$ cat src/wdt_pkg.sv
package wdt_pkg;

   // ==========================================================
   // Register map (byte addresses on the APB)
   localparam logic [7:0] OFS_MODE = 8'h00;
   localparam logic [7:0] OFS_RELOAD = 8'h04;
   localparam logic [7:0] OFS_FEED = 8'h08;
   localparam logic [7:0] OFS_READBACK = 8'h0c;
   localparam logic [7:0] OFS_WARN = 8'h14;
   localparam logic [7:0] OFS_WINDOW = 8'h18;

   // ==========================================================
   // Mode control field positions
   localparam int BIT_ENABLE = 0;
   localparam int BIT_RESET_EN = 1;
   localparam int BIT_TIMEOUT = 2;
   localparam int BIT_WARNING = 3;
   localparam int BIT_PROTECT = 4;
   localparam int BIT_LOCK = 5;

   // ==========================================================
   // Values after reset, feed codes and counts
   localparam logic [23:0] RELOAD_MIN = 24'h00_00ff;
   localparam logic [23:0] RST_COUNT = 24'h00_00ff;
   localparam logic [23:0] RST_WARN = 24'h00_0000;
   localparam logic [23:0] RST_WINDOW = 24'hff_ffff;
   localparam logic [23:0] COUNT_ZERO = 24'h00_0000;
   localparam logic [23:0] COUNT_ONE = 24'h00_0001;
   localparam logic [7:0] FEED_FIRST = 8'haa;
   localparam logic [7:0] FEED_SECOND = 8'h55;
   localparam logic [1:0] PRESC_LAST = 2'h3;
   localparam logic [1:0] PRESC_ONE = 2'h1;
   localparam logic [1:0] SYNC_TICKS = 2'h3;
   localparam logic [1:0] SYNC_ONE = 2'h1;
   localparam logic [31:0] DATA_ZERO = 32'h0000_0000;

   // ==========================================================
   // Carriers
   typedef struct packed {
      logic psel;
      logic penable;
      logic pwrite;
      logic [7:0] paddr;
      logic [31:0] pwdata;
   } apb_req_t;

   typedef struct packed {
      logic [31:0] prdata;
      logic pready;
      logic pslverr;
   } apb_rsp_t;

   typedef struct packed {
      logic [2:0] sync;
      logic lvl;
      logic [1:0] presc;
      logic [23:0] count;
      logic [23:0] reload_constant;
      logic [23:0] reload_eff;
      logic [23:0] warning_compare;
      logic [23:0] window_compare;
      logic [23:0] cap;
      logic [23:0] readback;
      logic watchdog_enable_bit;
      logic timeout_reset_enable;
      logic reset_en_eff;
      logic timeout_flag;
      logic warning_flag;
      logic feed_protect;
      logic lock;
      logic running;
      logic armed;
      logic [1:0] pend;
      logic evt;
      logic rst_req;
      apb_rsp_t rsp;
   } wdt_state_t;

endpackage

$ cat src/windowed_watchdog.sv
`timescale 1ns/1ps
module windowed_watchdog (
   input wire logic clk_sys,
   input wire logic rst_b,
   input wire logic ext_reset,
   input wire logic count_clock,
   input wire wdt_pkg::apb_req_t apb_req,
   output wdt_pkg::apb_rsp_t apb_rsp,
   output logic reset_request,
   output logic warning_irq,
   output logic clock_lock
);

   wdt_pkg::wdt_state_t q;
   wdt_pkg::wdt_state_t d;
   logic tick;
   logic acc;
   logic done;
   logic wr;
   logic feed_wr;
   logic feed_ok;
   logic bad;
   logic guard;
   logic timeout;
   logic early;
   logic prot_err;
   logic [23:0] wdat;

   // ==========================================================
   // Next state
   always_comb begin
      d = q;
      tick = 1'b0;
      feed_ok = 1'b0;
      bad = 1'b0;
      timeout = 1'b0;
      early = 1'b0;
      prot_err = 1'b0;
      acc = apb_req.psel & apb_req.penable;
      done = acc & q.rsp.pready;
      wr = done & apb_req.pwrite;
      feed_wr = wr & (apb_req.paddr == wdt_pkg::OFS_FEED);
      wdat = apb_req.pwdata[23:0];
      guard = q.watchdog_enable_bit & q.running;
      d.evt = 1'b0;

      // Count clock pin: three stages, a rise counts once stages two and three agree
      d.sync = {q.sync[1], q.sync[0], count_clock};
      if ((q.sync[2] == q.sync[1]) && (q.sync[2] != q.lvl)) begin
         d.lvl = q.sync[2];
         tick = q.sync[2];
      end

      // Prescaler and counter, free of any sleep gating
      if (tick && q.running) begin
         d.presc = q.presc + wdt_pkg::PRESC_ONE;
         if (q.presc == wdt_pkg::PRESC_LAST) begin
            if (q.count == wdt_pkg::COUNT_ZERO) begin
               timeout = 1'b1;
               d.count = q.reload_eff;
            end else begin
               d.count = q.count - wdt_pkg::COUNT_ONE;
               if (d.count == q.warning_compare) begin
                  d.warning_flag = 1'b1;
               end
            end
         end
      end
      if (tick) begin
         d.cap = q.count;
      end
      d.readback = q.cap;

      // Mode and reload crossing into the counting side
      if (tick && (q.pend != 2'h0)) begin
         d.pend = q.pend - wdt_pkg::SYNC_ONE;
         if (q.pend == wdt_pkg::SYNC_ONE) begin
            d.reload_eff = q.reload_constant;
            d.reset_en_eff = q.timeout_reset_enable;
         end
      end

      // Feed sequence
      if (done) begin
         if (q.armed) begin
            d.armed = 1'b0;
            if (feed_wr && (apb_req.pwdata[7:0] == wdt_pkg::FEED_SECOND)) begin
               feed_ok = 1'b1;
            end else begin
               bad = 1'b1;
            end
         end else if (feed_wr && (apb_req.pwdata[7:0] == wdt_pkg::FEED_FIRST)) begin
            d.armed = 1'b1;
         end
      end
      if (feed_ok) begin
         if (q.feed_protect && ((q.count >= q.warning_compare) || (q.count >= q.window_compare))) begin
            prot_err = 1'b1;
         end else if (q.running && (q.count > q.window_compare)) begin
            early = 1'b1;
         end else begin
            d.count = q.reload_eff;
            d.presc = 2'h0;
            d.running = q.watchdog_enable_bit;
         end
      end

      // Register writes; a bad access never writes
      if (wr && !bad) begin
         unique case (apb_req.paddr)
            wdt_pkg::OFS_MODE: begin
               d.watchdog_enable_bit = q.watchdog_enable_bit | apb_req.pwdata[wdt_pkg::BIT_ENABLE];
               d.timeout_reset_enable = q.timeout_reset_enable | apb_req.pwdata[wdt_pkg::BIT_RESET_EN];
               d.feed_protect = q.feed_protect | apb_req.pwdata[wdt_pkg::BIT_PROTECT];
               d.lock = q.lock | apb_req.pwdata[wdt_pkg::BIT_LOCK];
               if (!apb_req.pwdata[wdt_pkg::BIT_TIMEOUT]) begin
                  d.timeout_flag = 1'b0;
               end
               if (apb_req.pwdata[wdt_pkg::BIT_WARNING]) begin
                  d.warning_flag = 1'b0;
               end
               d.pend = wdt_pkg::SYNC_TICKS;
            end
            wdt_pkg::OFS_RELOAD: begin
               if (q.feed_protect) begin
                  prot_err = 1'b1;
               end else begin
                  d.reload_constant = (wdat < wdt_pkg::RELOAD_MIN) ? wdt_pkg::RELOAD_MIN : wdat;
                  d.pend = wdt_pkg::SYNC_TICKS;
               end
            end
            wdt_pkg::OFS_WARN: d.warning_compare = wdat;
            wdt_pkg::OFS_WINDOW: d.window_compare = wdat;
            default: ;
         endcase
      end

      // Events; an event's set wins over a clear in the same cycle, but a clear beats the warning compare set
      if (timeout || (guard && (bad || early || prot_err))) begin
         d.evt = 1'b1;
         d.timeout_flag = 1'b1;
         if (!q.reset_en_eff) begin
            d.warning_flag = 1'b1;
         end
      end
      if (q.warning_flag && timeout) begin
         d.warning_flag = 1'b1;
      end
      d.rst_req = q.rst_req | (q.evt & q.reset_en_eff);

      // Bus answer: one wait state, read data stands while pready is high
      d.rsp.pready = acc & ~q.rsp.pready;
      d.rsp.prdata = wdt_pkg::DATA_ZERO;
      d.rsp.pslverr = 1'b0;
      if (acc && !q.rsp.pready) begin
         unique case (apb_req.paddr)
            wdt_pkg::OFS_MODE: d.rsp.prdata = {26'h000_0000, q.lock, q.feed_protect, q.warning_flag,
                                               q.timeout_flag, q.timeout_reset_enable, q.watchdog_enable_bit};
            wdt_pkg::OFS_RELOAD: d.rsp.prdata = {8'h00, q.reload_constant};
            wdt_pkg::OFS_FEED: d.rsp.prdata = wdt_pkg::DATA_ZERO;
            wdt_pkg::OFS_READBACK: d.rsp.prdata = {8'h00, q.readback};
            wdt_pkg::OFS_WARN: d.rsp.prdata = {8'h00, q.warning_compare};
            wdt_pkg::OFS_WINDOW: d.rsp.prdata = {8'h00, q.window_compare};
            default: d.rsp.pslverr = 1'b1;
         endcase
      end

      // Synchronous reset; the time-out flag survives all but an external reset
      if (!rst_b) begin
         d = '0;
         d.count = wdt_pkg::RST_COUNT;
         d.reload_constant = wdt_pkg::RELOAD_MIN;
         d.reload_eff = wdt_pkg::RELOAD_MIN;
         d.warning_compare = wdt_pkg::RST_WARN;
         d.window_compare = wdt_pkg::RST_WINDOW;
         d.cap = wdt_pkg::RST_COUNT;
         d.readback = wdt_pkg::RST_COUNT;
         d.timeout_flag = q.timeout_flag & ~ext_reset;
      end
   end

   always_ff @(posedge clk_sys) begin
      q <= d;
   end

   assign apb_rsp = q.rsp;
   assign reset_request = q.rst_req;
   assign warning_irq = q.warning_flag;
   assign clock_lock = q.lock;
endmodule

$ cat config.mk
export PLATFORM = sky130hd
export DESIGN_NAME = windowed_watchdog
export DESIGN_NICKNAME = d
export VERILOG_FILES = /design/src/wdt_pkg.sv /design/src/windowed_watchdog.sv
export SDC_FILE = /design/constraint.sdc
export NUM_CORES = 1
export LEC_CHECK = 0
export BUFFER_PORTS_ARGS = -buffer_cell sky130_fd_sc_hd__buf_2
export CELL_PAD_IN_SITES_DETAIL_PLACEMENT = 2
export CELL_PAD_IN_SITES_GLOBAL_PLACEMENT = 2
export CORE_ASPECT_RATIO = 1.4
export CORE_MARGIN = 5
export CORE_UTILIZATION = 33
export DETAILED_ROUTE_END_ITERATION = 8
export PLACE_DENSITY = 0.76
export SYNTH_ARGS = -nofsm -noshare
export SYNTH_HDL_FRONTEND = slang
export SYNTH_SLANG_ARGS = --single-unit
$ cat constraint.sdc
create_clock -name clk_sys -period 2.6 [get_ports clk_sys]
set_input_delay 0.39 -clock clk_sys [delete_from_list [all_inputs] [get_ports clk_sys]]
set_output_delay 0.39 -clock clk_sys [all_outputs]
set_load 0.02 [all_outputs]
# After elaboration in Yosys (flattened, before gate mapping)

Index checks and enable logic that the tools add are counted.
Widths: inputs -> output; s select.

Word-level logic and storage cells: 146
Register bits: 221

Reductions and logical operators: 29
$lt $le $gt $ge: 4
Mux-type cells: 52
Bitwise logic cells: 18
Eq/ne operators: 15
Add/subtract/negate cells: 3

Operators with widths:

| operator              | count |
|---|---|
| $pmux 24 s5           | 1 |
| $mux 26               | 4 |
| $mux 24               | 4 |
| $ge 24x24->1          | 2 |
| $mux 44               | 1 |
| $mux 1                | 35 |
| $eq 24x24->1          | 1 |
| $gt 24x24->1          | 1 |
| $logic_not 24->1      | 1 |
| $lt 24x8->1 const B   | 1 |
| $sub 24x1->24 const B | 1 |
| $eq 8x4->1 const B    | 2 |
| $eq 8x5->1 const B    | 2 |
| $logic_and 1x1->1     | 11 |
| $reduce_and 2->1      | 5 |
| $reduce_and 3->1      | 3 |
| $and 1x1->1           | 8 |
| $eq 8x3->1 const B    | 1 |
| $eq 8x7->1 const B    | 1 |
| $eq 8x8->1 const B    | 1 |
| $logic_not 8->1       | 1 |
| $mux 2                | 4 |
| $mux 4                | 2 |
| $ne 3x1->1 const B    | 2 |
| other kinds (14)      | 26 |

# Depth between registers and ports, before layout

Gate-level depths: netlist of the first run.

Depth after elaboration: 18
Mapped depth: 13

# Worst setup path before layout of the first run

No wires, ideal clock.

Path type: reg-to-reg
From: register q[208] in the netlist's numbering
To: register q[214] in the netlist's numbering
Library setup time: 119 ps
Required time: 2,481 ps
Arrival time: 2,463 ps
Cell stages (with the launch flop): 12
Slack: 19 ps
Period minus slack after synthesis: 2,581 ps
Buffers on the path: 2
Path through: dfxtp_1 > ha_1 > a21o_1 > a221o_1 > a2111oi_4 > o221ai_2 > nor2_1 > o21a_1 > buf_4 > nor2_2 > buf_6 > o221a_2

Word-level cells in the longest chain between the ends: 7
Elaborated cells on any way between the ends: 14

Ends and longest elaborated chain:

| what                                                     | RTL line                                         | source |
|---|---|---|
| from (decl)                                              | windowed_watchdog.sv:14                          | `wdt_pkg::wdt_state_t q;` |
| from (signal assigned)                                   | windowed_watchdog.sv:183                         | `q <= d;` |
| $sub 24x1->24 / $logic_not 24->1 (equally long branches) | windowed_watchdog.sv:62, windowed_watchdog.sv:58 |  |
| $mux 24                                                  | windowed_watchdog.sv:58                          | `if (q.count == wdt_pkg::COUNT_ZERO) begin` |
| $mux 24                                                  | windowed_watchdog.sv:57                          | `if (q.presc == wdt_pkg::PRESC_LAST) begin` |
| $mux 26                                                  | windowed_watchdog.sv:55                          | `if (tick && q.running) begin` |
| $mux 26                                                  | windowed_watchdog.sv:99                          | `end else if (q.running && (q.count > q.window_compare)) begin` |
| $mux 26                                                  | windowed_watchdog.sv:97                          | `if (q.feed_protect && ((q.count >= q.warning_compare) \|\| (q.count >= q.window_compare))) begin` |
| $mux 26 *                                                | windowed_watchdog.sv:96                          | `if (feed_ok) begin` |

Mark *: on every way between the ends. The rest lies on a longest branch, timed or not.
A chain may end at the register's enable or synchronous reset.

# Final worst setup path of the first run

From: register q[195] in the netlist's numbering
To: register q[209] in the netlist's numbering

The elaborated chain is that of the path after synthesis.

==> impl_metrics.ini, run 1 <==
[route]
drc = 0
firstDrtPassIters = 7
drtAntennaViolNets = 0
avgRoutedWirePerCell_um = 34.4
drt_iter0_markers = 1251
wl_met3_um = 4700
wl_met1_um = 22100
via_per_inst = 6.39
top_layer = met4
wl_met2_um = 31600
drt-total-wl_um = 64900
via_count = 12000

[clocking]
cts_tree = built
clk_latency_ps = 580
clkTransAtPathRegs_ps = 80
htreeDepth = 1
cts_sinks = 213
numCtsBuffers = 24
cts.path.max_buffers = 3
clockRootBuffer = clkbuf_16

[floorplanning]
die_area_um2 = 35400
start_util_pct = 33.2
die_x_um = 161
fp.dieH_um = 221
rows = 77
io_pins = 84
core_area_um2 = 31500

[yosys]
ys_seq_area_share_pct = 40.8
async_flop_share_pct = 0
syn_avg_cell_area_um2 = 8.32
ys_ff_latch = 213
synth_top_area_share_pct = 40.5
synth_warnings = 0
syn_inst = 1258
synth_top_cell_by_area = dfxtp_1
synth.distinct_cells = 75
synthFlopType = dfxtp_1
syn_area_um2 = 10500
synth-edff-count = 1
synthTopCellsByArea = dfxtp_1 41%, nand2_1 7.3%, a21oi_1 6.4%, ha_1 6.3%, a22oi_1 3.4%

[worst_setup_path]
critPathSlowestCell = a21oi_1
reg2reg_depth = 13
rr_endpoint = q[209]
crit_top_cell = buf_4
path_cells = buf_12 -> nor4_4 -> buf_4 -> buf_4 -> nand4_1 -> buf_4 -> nor3_4 -> buf_4 -> nand2_1 -> a21oi_1 -> nor2_1 -> a41oi_1 -> o221a_1
crit_type = reg -> reg
r2r-start = q[195]
critPathMaxFanout = 6
regToRegSetupSlack_ps = -670
cp_data_required_time_ps = 3100
end_kind = register
cpPeakStageDelay_ps = 480
worstSetupStartpointType = register
arrival_ps = 3770

[placed_design]
portBuffers = 67
gp_congestion = 0.860
dp_slack_ps = -788
dp_hpwl_um = 32900

[power]
ir_worst_vdd_mv = 0.402
pwr-share-clk_pct = 52.4
pwr-share-comb_pct = 3.0
power_leakage_nw = 5.71
p_seq_share_pct = 44.6
switchingPower_mw = 1.86
internal-power_mw = 5.48
power_density_nw_per_um2 = 515
swShare_pct = 25.3

[grt]
grt_pass1_vias = 13100
grt_max_degree = 111
grt_use_total_pct = 32.2
grt_pass1_wl_um = 86500
antenna_found_initial = 0
grt_overflow = 0

[run_status]
status = finished, violations left
violations = negative setup slack

[min_path]
holdPathEnd = q[218]
hp-class = in -> reg
hold_depth = 2
hp-start = count_clock

[sta]
fin_setup_tns_ps = -13290
fin_worst_skew_ps = 36.7
maxSlewHeadroom_pct = 41.8
drv_slew = 0
setup_viol = 31
achievable-frequency_mhz = 306
final_hold_viol_count = 0
period_share_pct = 126
worst_slew_pin_slew_ps = 865
whs_ps = 47.3
grt_setup_unrepaired = yes
layout_setup_ws_ps = -669
fin_crit_ps = 3270

[run]
max_cap_viol_count = 0

[layout]
antenna-diode-count = 0
seqCellArea_um2 = 4310
areaGrowthSynthToFinish_pct = 36.2
drive_above_1_share_pct = 31.9
fin_nets = 1572
nFillCells = 3327
multi_input_comb_area_um2 = 6130
==> cell usage after synthesis (10+ instances only) <==
master,instances
nor2_1,79
a22oi_1,47
buf_4,35
ha_1,53
a21oi_1,134
dfxtp_1,212
nand3_1,27
o21ai_0,52
nand4_1,13
xor2_1,11
o221a_1,10
nor4_1,10
nor3_1,18
xnor2_1,31
buf_2,15
clkbuf_1,60
nand2b_1,14
inv_1,55
nand2_1,203
o211ai_1,31
and2_1,22
==> cell type report <==
cell class	instances	area share (%)
clock buffers	31	4.76
inverters	55	1.47
clock inverters	13	1.04
repair buffers	292	16.0
multi-input cells	886	43.0
well taps	395	3.47
flip-flops and latches	213	30.2
==> state kept, by name, summed over array words and instances (netlist names) <==
signal / flops
apb_rsp: 26
clock_lock: 1
warning_irq: 1
q: 184
reset_request: 1
==> per-stage QoR <==
stage	cell area (µm²)	utilization, %	power [mW]	std cells
finish	14300	45.3	7.34	1885
global route	14300	45.3	7.47	1885
CTS	13800	43.7	7.24	1872
detailed placement	12300	39.0	3.55	1803
global placement	12300	39.0	3.55	1803
floorplan	10500	-	3.44	1265
==> what timing repair did <==
item,4_1_cts,5_1_grt
cloned,2,1
setup buffers,23,14
setup endpoints to repair,31,38
pin swaps,35,31
hold buffers,0,0
resized for setup,95,81
==> power by group through the flow <==
stage | clock network, mW | logic, mW | registers [mW]
after global placement | 0 | 0.195 | 3.35
after CTS | 3.76 | 0.205 | 3.28
after detailed placement | 0 | 0.201 | 3.35
after global routing | 3.98 | 0.225 | 3.27
final | 3.84 | 0.221 | 3.28
after floorplan | 0 | 0.0871 | 3.35
==> critical path: cells and delay by family (launching register included) <==
kind / cells / cell delay (ps)
compound gates: 3 / 960
flops: 1 / 380
simple gates: 5 / 1000
buf+inv: 5 / 860
==> routing by layer <==
metal | vias up | GRT usage [%]
met5 | - | 0
met4 | 0 | 24.7
met3 | 403 | 5.74
met2 | 810 | 57.9
met1 | 6007 | 33.1
li1 | 4817 | -
==> cell usage in the layout, fill, tap and decap left out, types with 9 or more instances in the layout <==
master	n
nand2_1	202
buf_4	198
dfxtp_1	184
a21oi_1	127
nor2_1	68
buf_2	66
a22oi_1	47
inv_1	40
o21ai_0	38
ha_1	33
o211ai_1	31
xnor2_1	29
clkbuf_16	27
dfxtp_2	27
nand3_1	26
and2_1	22
ha_4	19
inv_2	14
nor3_1	14
nand4_1	13
nand2b_1	13
buf_6	13
buf_12	12
xor2_1	11
nor2_2	10
o221a_1	10
a31oi_1	9
==> cell families (layout without fill, tap and decap cells) <==
| group | after synthesis | in the layout | synth area share [%] |
|---|---|---|---|
| buf+inv | 166 | 391 | 7.46 |
| flops | 213 | 213 | 40.8 |
| simple gates | 441 | 441 | 20.5 |
| xor+xnor | 42 | 42 | 3.51 |
| compound gates | 337 | 337 | 20.9 |
| other cells | 1 | 8 | 0.0358 |
| mux | 5 | 5 | 0.478 |
| fa+ha+maj | 53 | 53 | 6.34 |
==> worst max path at each step <==
stage	cells after the start	end	start	slack [ps]
3_5_place_dp	10	q[214]	q[108]	-790
3_3_place_gp	10	q[214]	q[110]	-570
2_1_floorplan	11	q[214]	q[208]	20
5_1_grt	13	q[209]	q[195]	-730
4_1_cts	11	warning_irq	q[192]	-230
6_report	13	q[209]	q[195]	-670
No activity file was read; power rests on OpenSTA's default activity.
==> run 2: changes to the inputs <==
--- a/config.mk
+++ b/config.mk
@@ -5,12 +5,13 @@
 export SDC_FILE = /design/constraint.sdc
 export NUM_CORES = 1
 export LEC_CHECK = 0
+export ABC_AREA = 1
 export BUFFER_PORTS_ARGS = -buffer_cell sky130_fd_sc_hd__buf_2
 export CELL_PAD_IN_SITES_DETAIL_PLACEMENT = 2
 export CELL_PAD_IN_SITES_GLOBAL_PLACEMENT = 2
 export CORE_ASPECT_RATIO = 1.4
 export CORE_MARGIN = 5
-export CORE_UTILIZATION = 33
+export CORE_UTILIZATION = 32
 export DETAILED_ROUTE_END_ITERATION = 8
 export PLACE_DENSITY = 0.76
 export SYNTH_ARGS = -nofsm -noshare
==> impl_metrics.ini, run 2 <==
[power]
internal-power_mw = 5.45
power_leakage_nw = 5.64
pwr-share-clk_pct = 51.2
swShare_pct = 23.6
switchingPower_mw = 1.68
pwr-share-comb_pct = 2.9
p_seq_share_pct = 46.0
ir_worst_vdd_mv = 0.440
power_density_nw_per_um2 = 572

[yosys]
syn_avg_cell_area_um2 = 7.51
async_flop_share_pct = 0
ys_ff_latch = 213
synth.most_common_cell = nand2_1
synthFlopType = dfxtp_1
synth.distinct_cells = 50
syn_area_um2 = 10800
synth-edff-count = 1
synth_warnings = 0
synth_common_cells = 353 x nand2_1, 212 x dfxtp_1, 159 x inv_1
ys_seq_area_share_pct = 39.7
synth_top_area_share_pct = 39.4
synthTopCellsByArea = dfxtp_1 39%, nand2_1 12%, ha_1 6.2%, a21oi_1 6.1%, inv_1 5.5%
syn_inst = 1436
synth_top_cell_by_area = dfxtp_1

[route]
avgRoutedWirePerCell_um = 22.7
drc = 0
via_per_inst = 5.28
drtAntennaViolNets = 0
drt_iter0_markers = 464
via_count = 10400
drt-total-wl_um = 44500
firstDrtPassIters = 4

[grt]
grt_overflow = 0
antenna_found_initial = 0
grt_max_degree = 69
grt_pass1_vias = 11400
grt_pass1_wl_um = 67100
grt_use_total_pct = 23.5

[worst_setup_path]
regToRegSetupSlack_ps = 120
r2r-start = q[191]
rr_endpoint = warning_irq
end_kind = register
cp_data_required_time_ps = 3100
critPathLaunch = q[191]
crit_type = reg -> reg
arrival_ps = 2980
worstSetupStartpointType = register
critPathMaxFanout = 7
reg2reg_depth = 16

[sta]
fin_worst_skew_ps = 18.2
achievable-frequency_mhz = 403
fin_crit_ps = 2480
maxSlewHeadroom_pct = 62.8
final_hold_viol_count = 0
setup_viol = 0
worst_slew_pin_slew_ps = 559
layout_setup_ws_ps = 120
drv_slew = 0
period_share_pct = 95.4

[clocking]
numCtsBuffers = 25
clockRootBuffer = clkbuf_16
cts_tree = built
clkTransAtPathRegs_ps = 60
clk_latency_ps = 550
htreeDepth = 1
cts.path.max_buffers = 3
postCtsHoldBufs = 0
cts_sinks = 213

[floorplanning]
die_area_um2 = 37500
core_area_um2 = 33300
io_pins = 84
start_util_pct = 32.4
rows = 79
fp.dieH_um = 227
die_x_um = 165

[run_status]
status = finished, final reports clean

[layout]
layout_common_cells = 352 x nand2_1, 210 x dfxtp_1, 157 x inv_1
antenna-diode-count = 0
regMostFlops = q
nFillCells = 3980
fin_cells = 1964
mostFrequentLayoutCell = nand2_1
drive_above_1_share_pct = 16.3
multi_input_comb_area_um2 = 5350
areaGrowthSynthToFinish_pct = 15.6
largest_reg_flops = 184
fin_nets = 1600
seqCellArea_um2 = 4280
final_area_um2 = 12500

[placed_design]
place_inst = 1916
placed_area_um2 = 11600
gp_congestion = 0.880
dp_hpwl_um = 33800
dp_slack_ps = 37.2
portBuffers = 67

[min_path]
hp-class = in -> reg
hp-start = count_clock
hold_depth = 3
holdPathEnd = q[218]

[run]
max_cap_viol_count = 0
[run 2: cell types whose count changed after synthesis, sizes merged, moves of 26 or more]
cell	delta
o22ai	+30
inv	+109
xnor2	-29
nand3	+52
nand2	+156
a22oi	-27
clkbuf	-26
[run 2: worst max-delay path by stage]
stage             endpoint  slack [ps]  cells past startpoint
2_1_floorplan       q[107]         710                     11
3_3_place_gp        q[192]          90                     13
3_5_place_dp        q[192]          40                     13
4_1_cts             q[192]          10                     13
5_1_grt        warning_irq         -10                     16
6_report       warning_irq         120                     16
[run 2: cell type report]
| cell class | count | share of cell area [%] |
|---|---|---|
| clock buffer | 35 | 5.72 |
| clock inverter | 11 | 1.03 |
| inverter | 164 | 4.97 |
| multi-input combinational | 970 | 42.9 |
| sequential | 213 | 34.3 |
| tap | 445 | 4.47 |
| timing repair buffer | 126 | 6.59 |
[run 2: routing by layer]
metal / global-route usage (%) / wire [µm] / share of wire, %
met1: 25.7 / 17100 / 38
met2: 44.5 / 23400 / 53
met3: 2.01 / 1130 / 2.5
met4: 12.3 / 2860 / 6.4
met5: 0 / 0 / 0
[run 2: through the flow]
stage | util [%] | setup TNS [ps] | hold slack [ps] | total power, mW
after floorplan | - | 0 | 390 | 3.45
after global placement | 34.7 | 0 | 409 | 3.55
after detailed placement | 34.7 | 0 | 408 | 3.55
after CTS | 37.3 | 0 | 15.5 | 7.20
after global routing | 37.4 | -23.8 | 42.1 | 7.34
final | 37.4 | 0 | 27.6 | 7.13
[run 2: kinds of logic (layout without fill, tap and decap cells)]
family	Yosys count	in the layout	share of synthesized area, %
other	1	8	0.0348
buffers and inverters	260	336	11.2
adder cells (fa/ha/maj)	53	53	6.15
AND/OR/NAND/NOR	582	582	23.6
AO/OA/AOI/OAI	318	318	18.5
flip-flops	213	213	39.7
XOR/XNOR	9	9	0.859
[run 2: power by group through the flow]
| stage | combinational [mW] | clock [mW] | sequential (mW) |
|---|---|---|---|
| 4_1_cts | 0.205 | 3.72 | 3.28 |
| 6_report | 0.205 | 3.65 | 3.28 |
| 2_1_floorplan | 0.102 | 0 | 3.35 |
| 3_3_place_gp | 0.197 | 0 | 3.35 |
| 5_1_grt | 0.218 | 3.85 | 3.28 |
| 3_5_place_dp | 0.202 | 0 | 3.35 |
[run 2: timing repair]
item | in CTS | in global routing
endpoints found under the hold margin | 0 | 0
buffers inserted | 0 | 2
setup endpoints to repair | 0 | 23
resized for setup | 0 | 12
[run 2: critical path: stages, from the launching register on]
cell and delay [ps]:
dfxtp_1 400, clkinvlp_4 220, buf_4 200, nand2_2 80, buf_4 130, nor2_1 40, buf_4 150, nand3_1 210
xor2_2 210, nand2_1 70, nand2_1 90, nand2_1 80, nor2_1 170, nand3_1 150, nand2_1 80, nand2_1 50
nand2_1 60
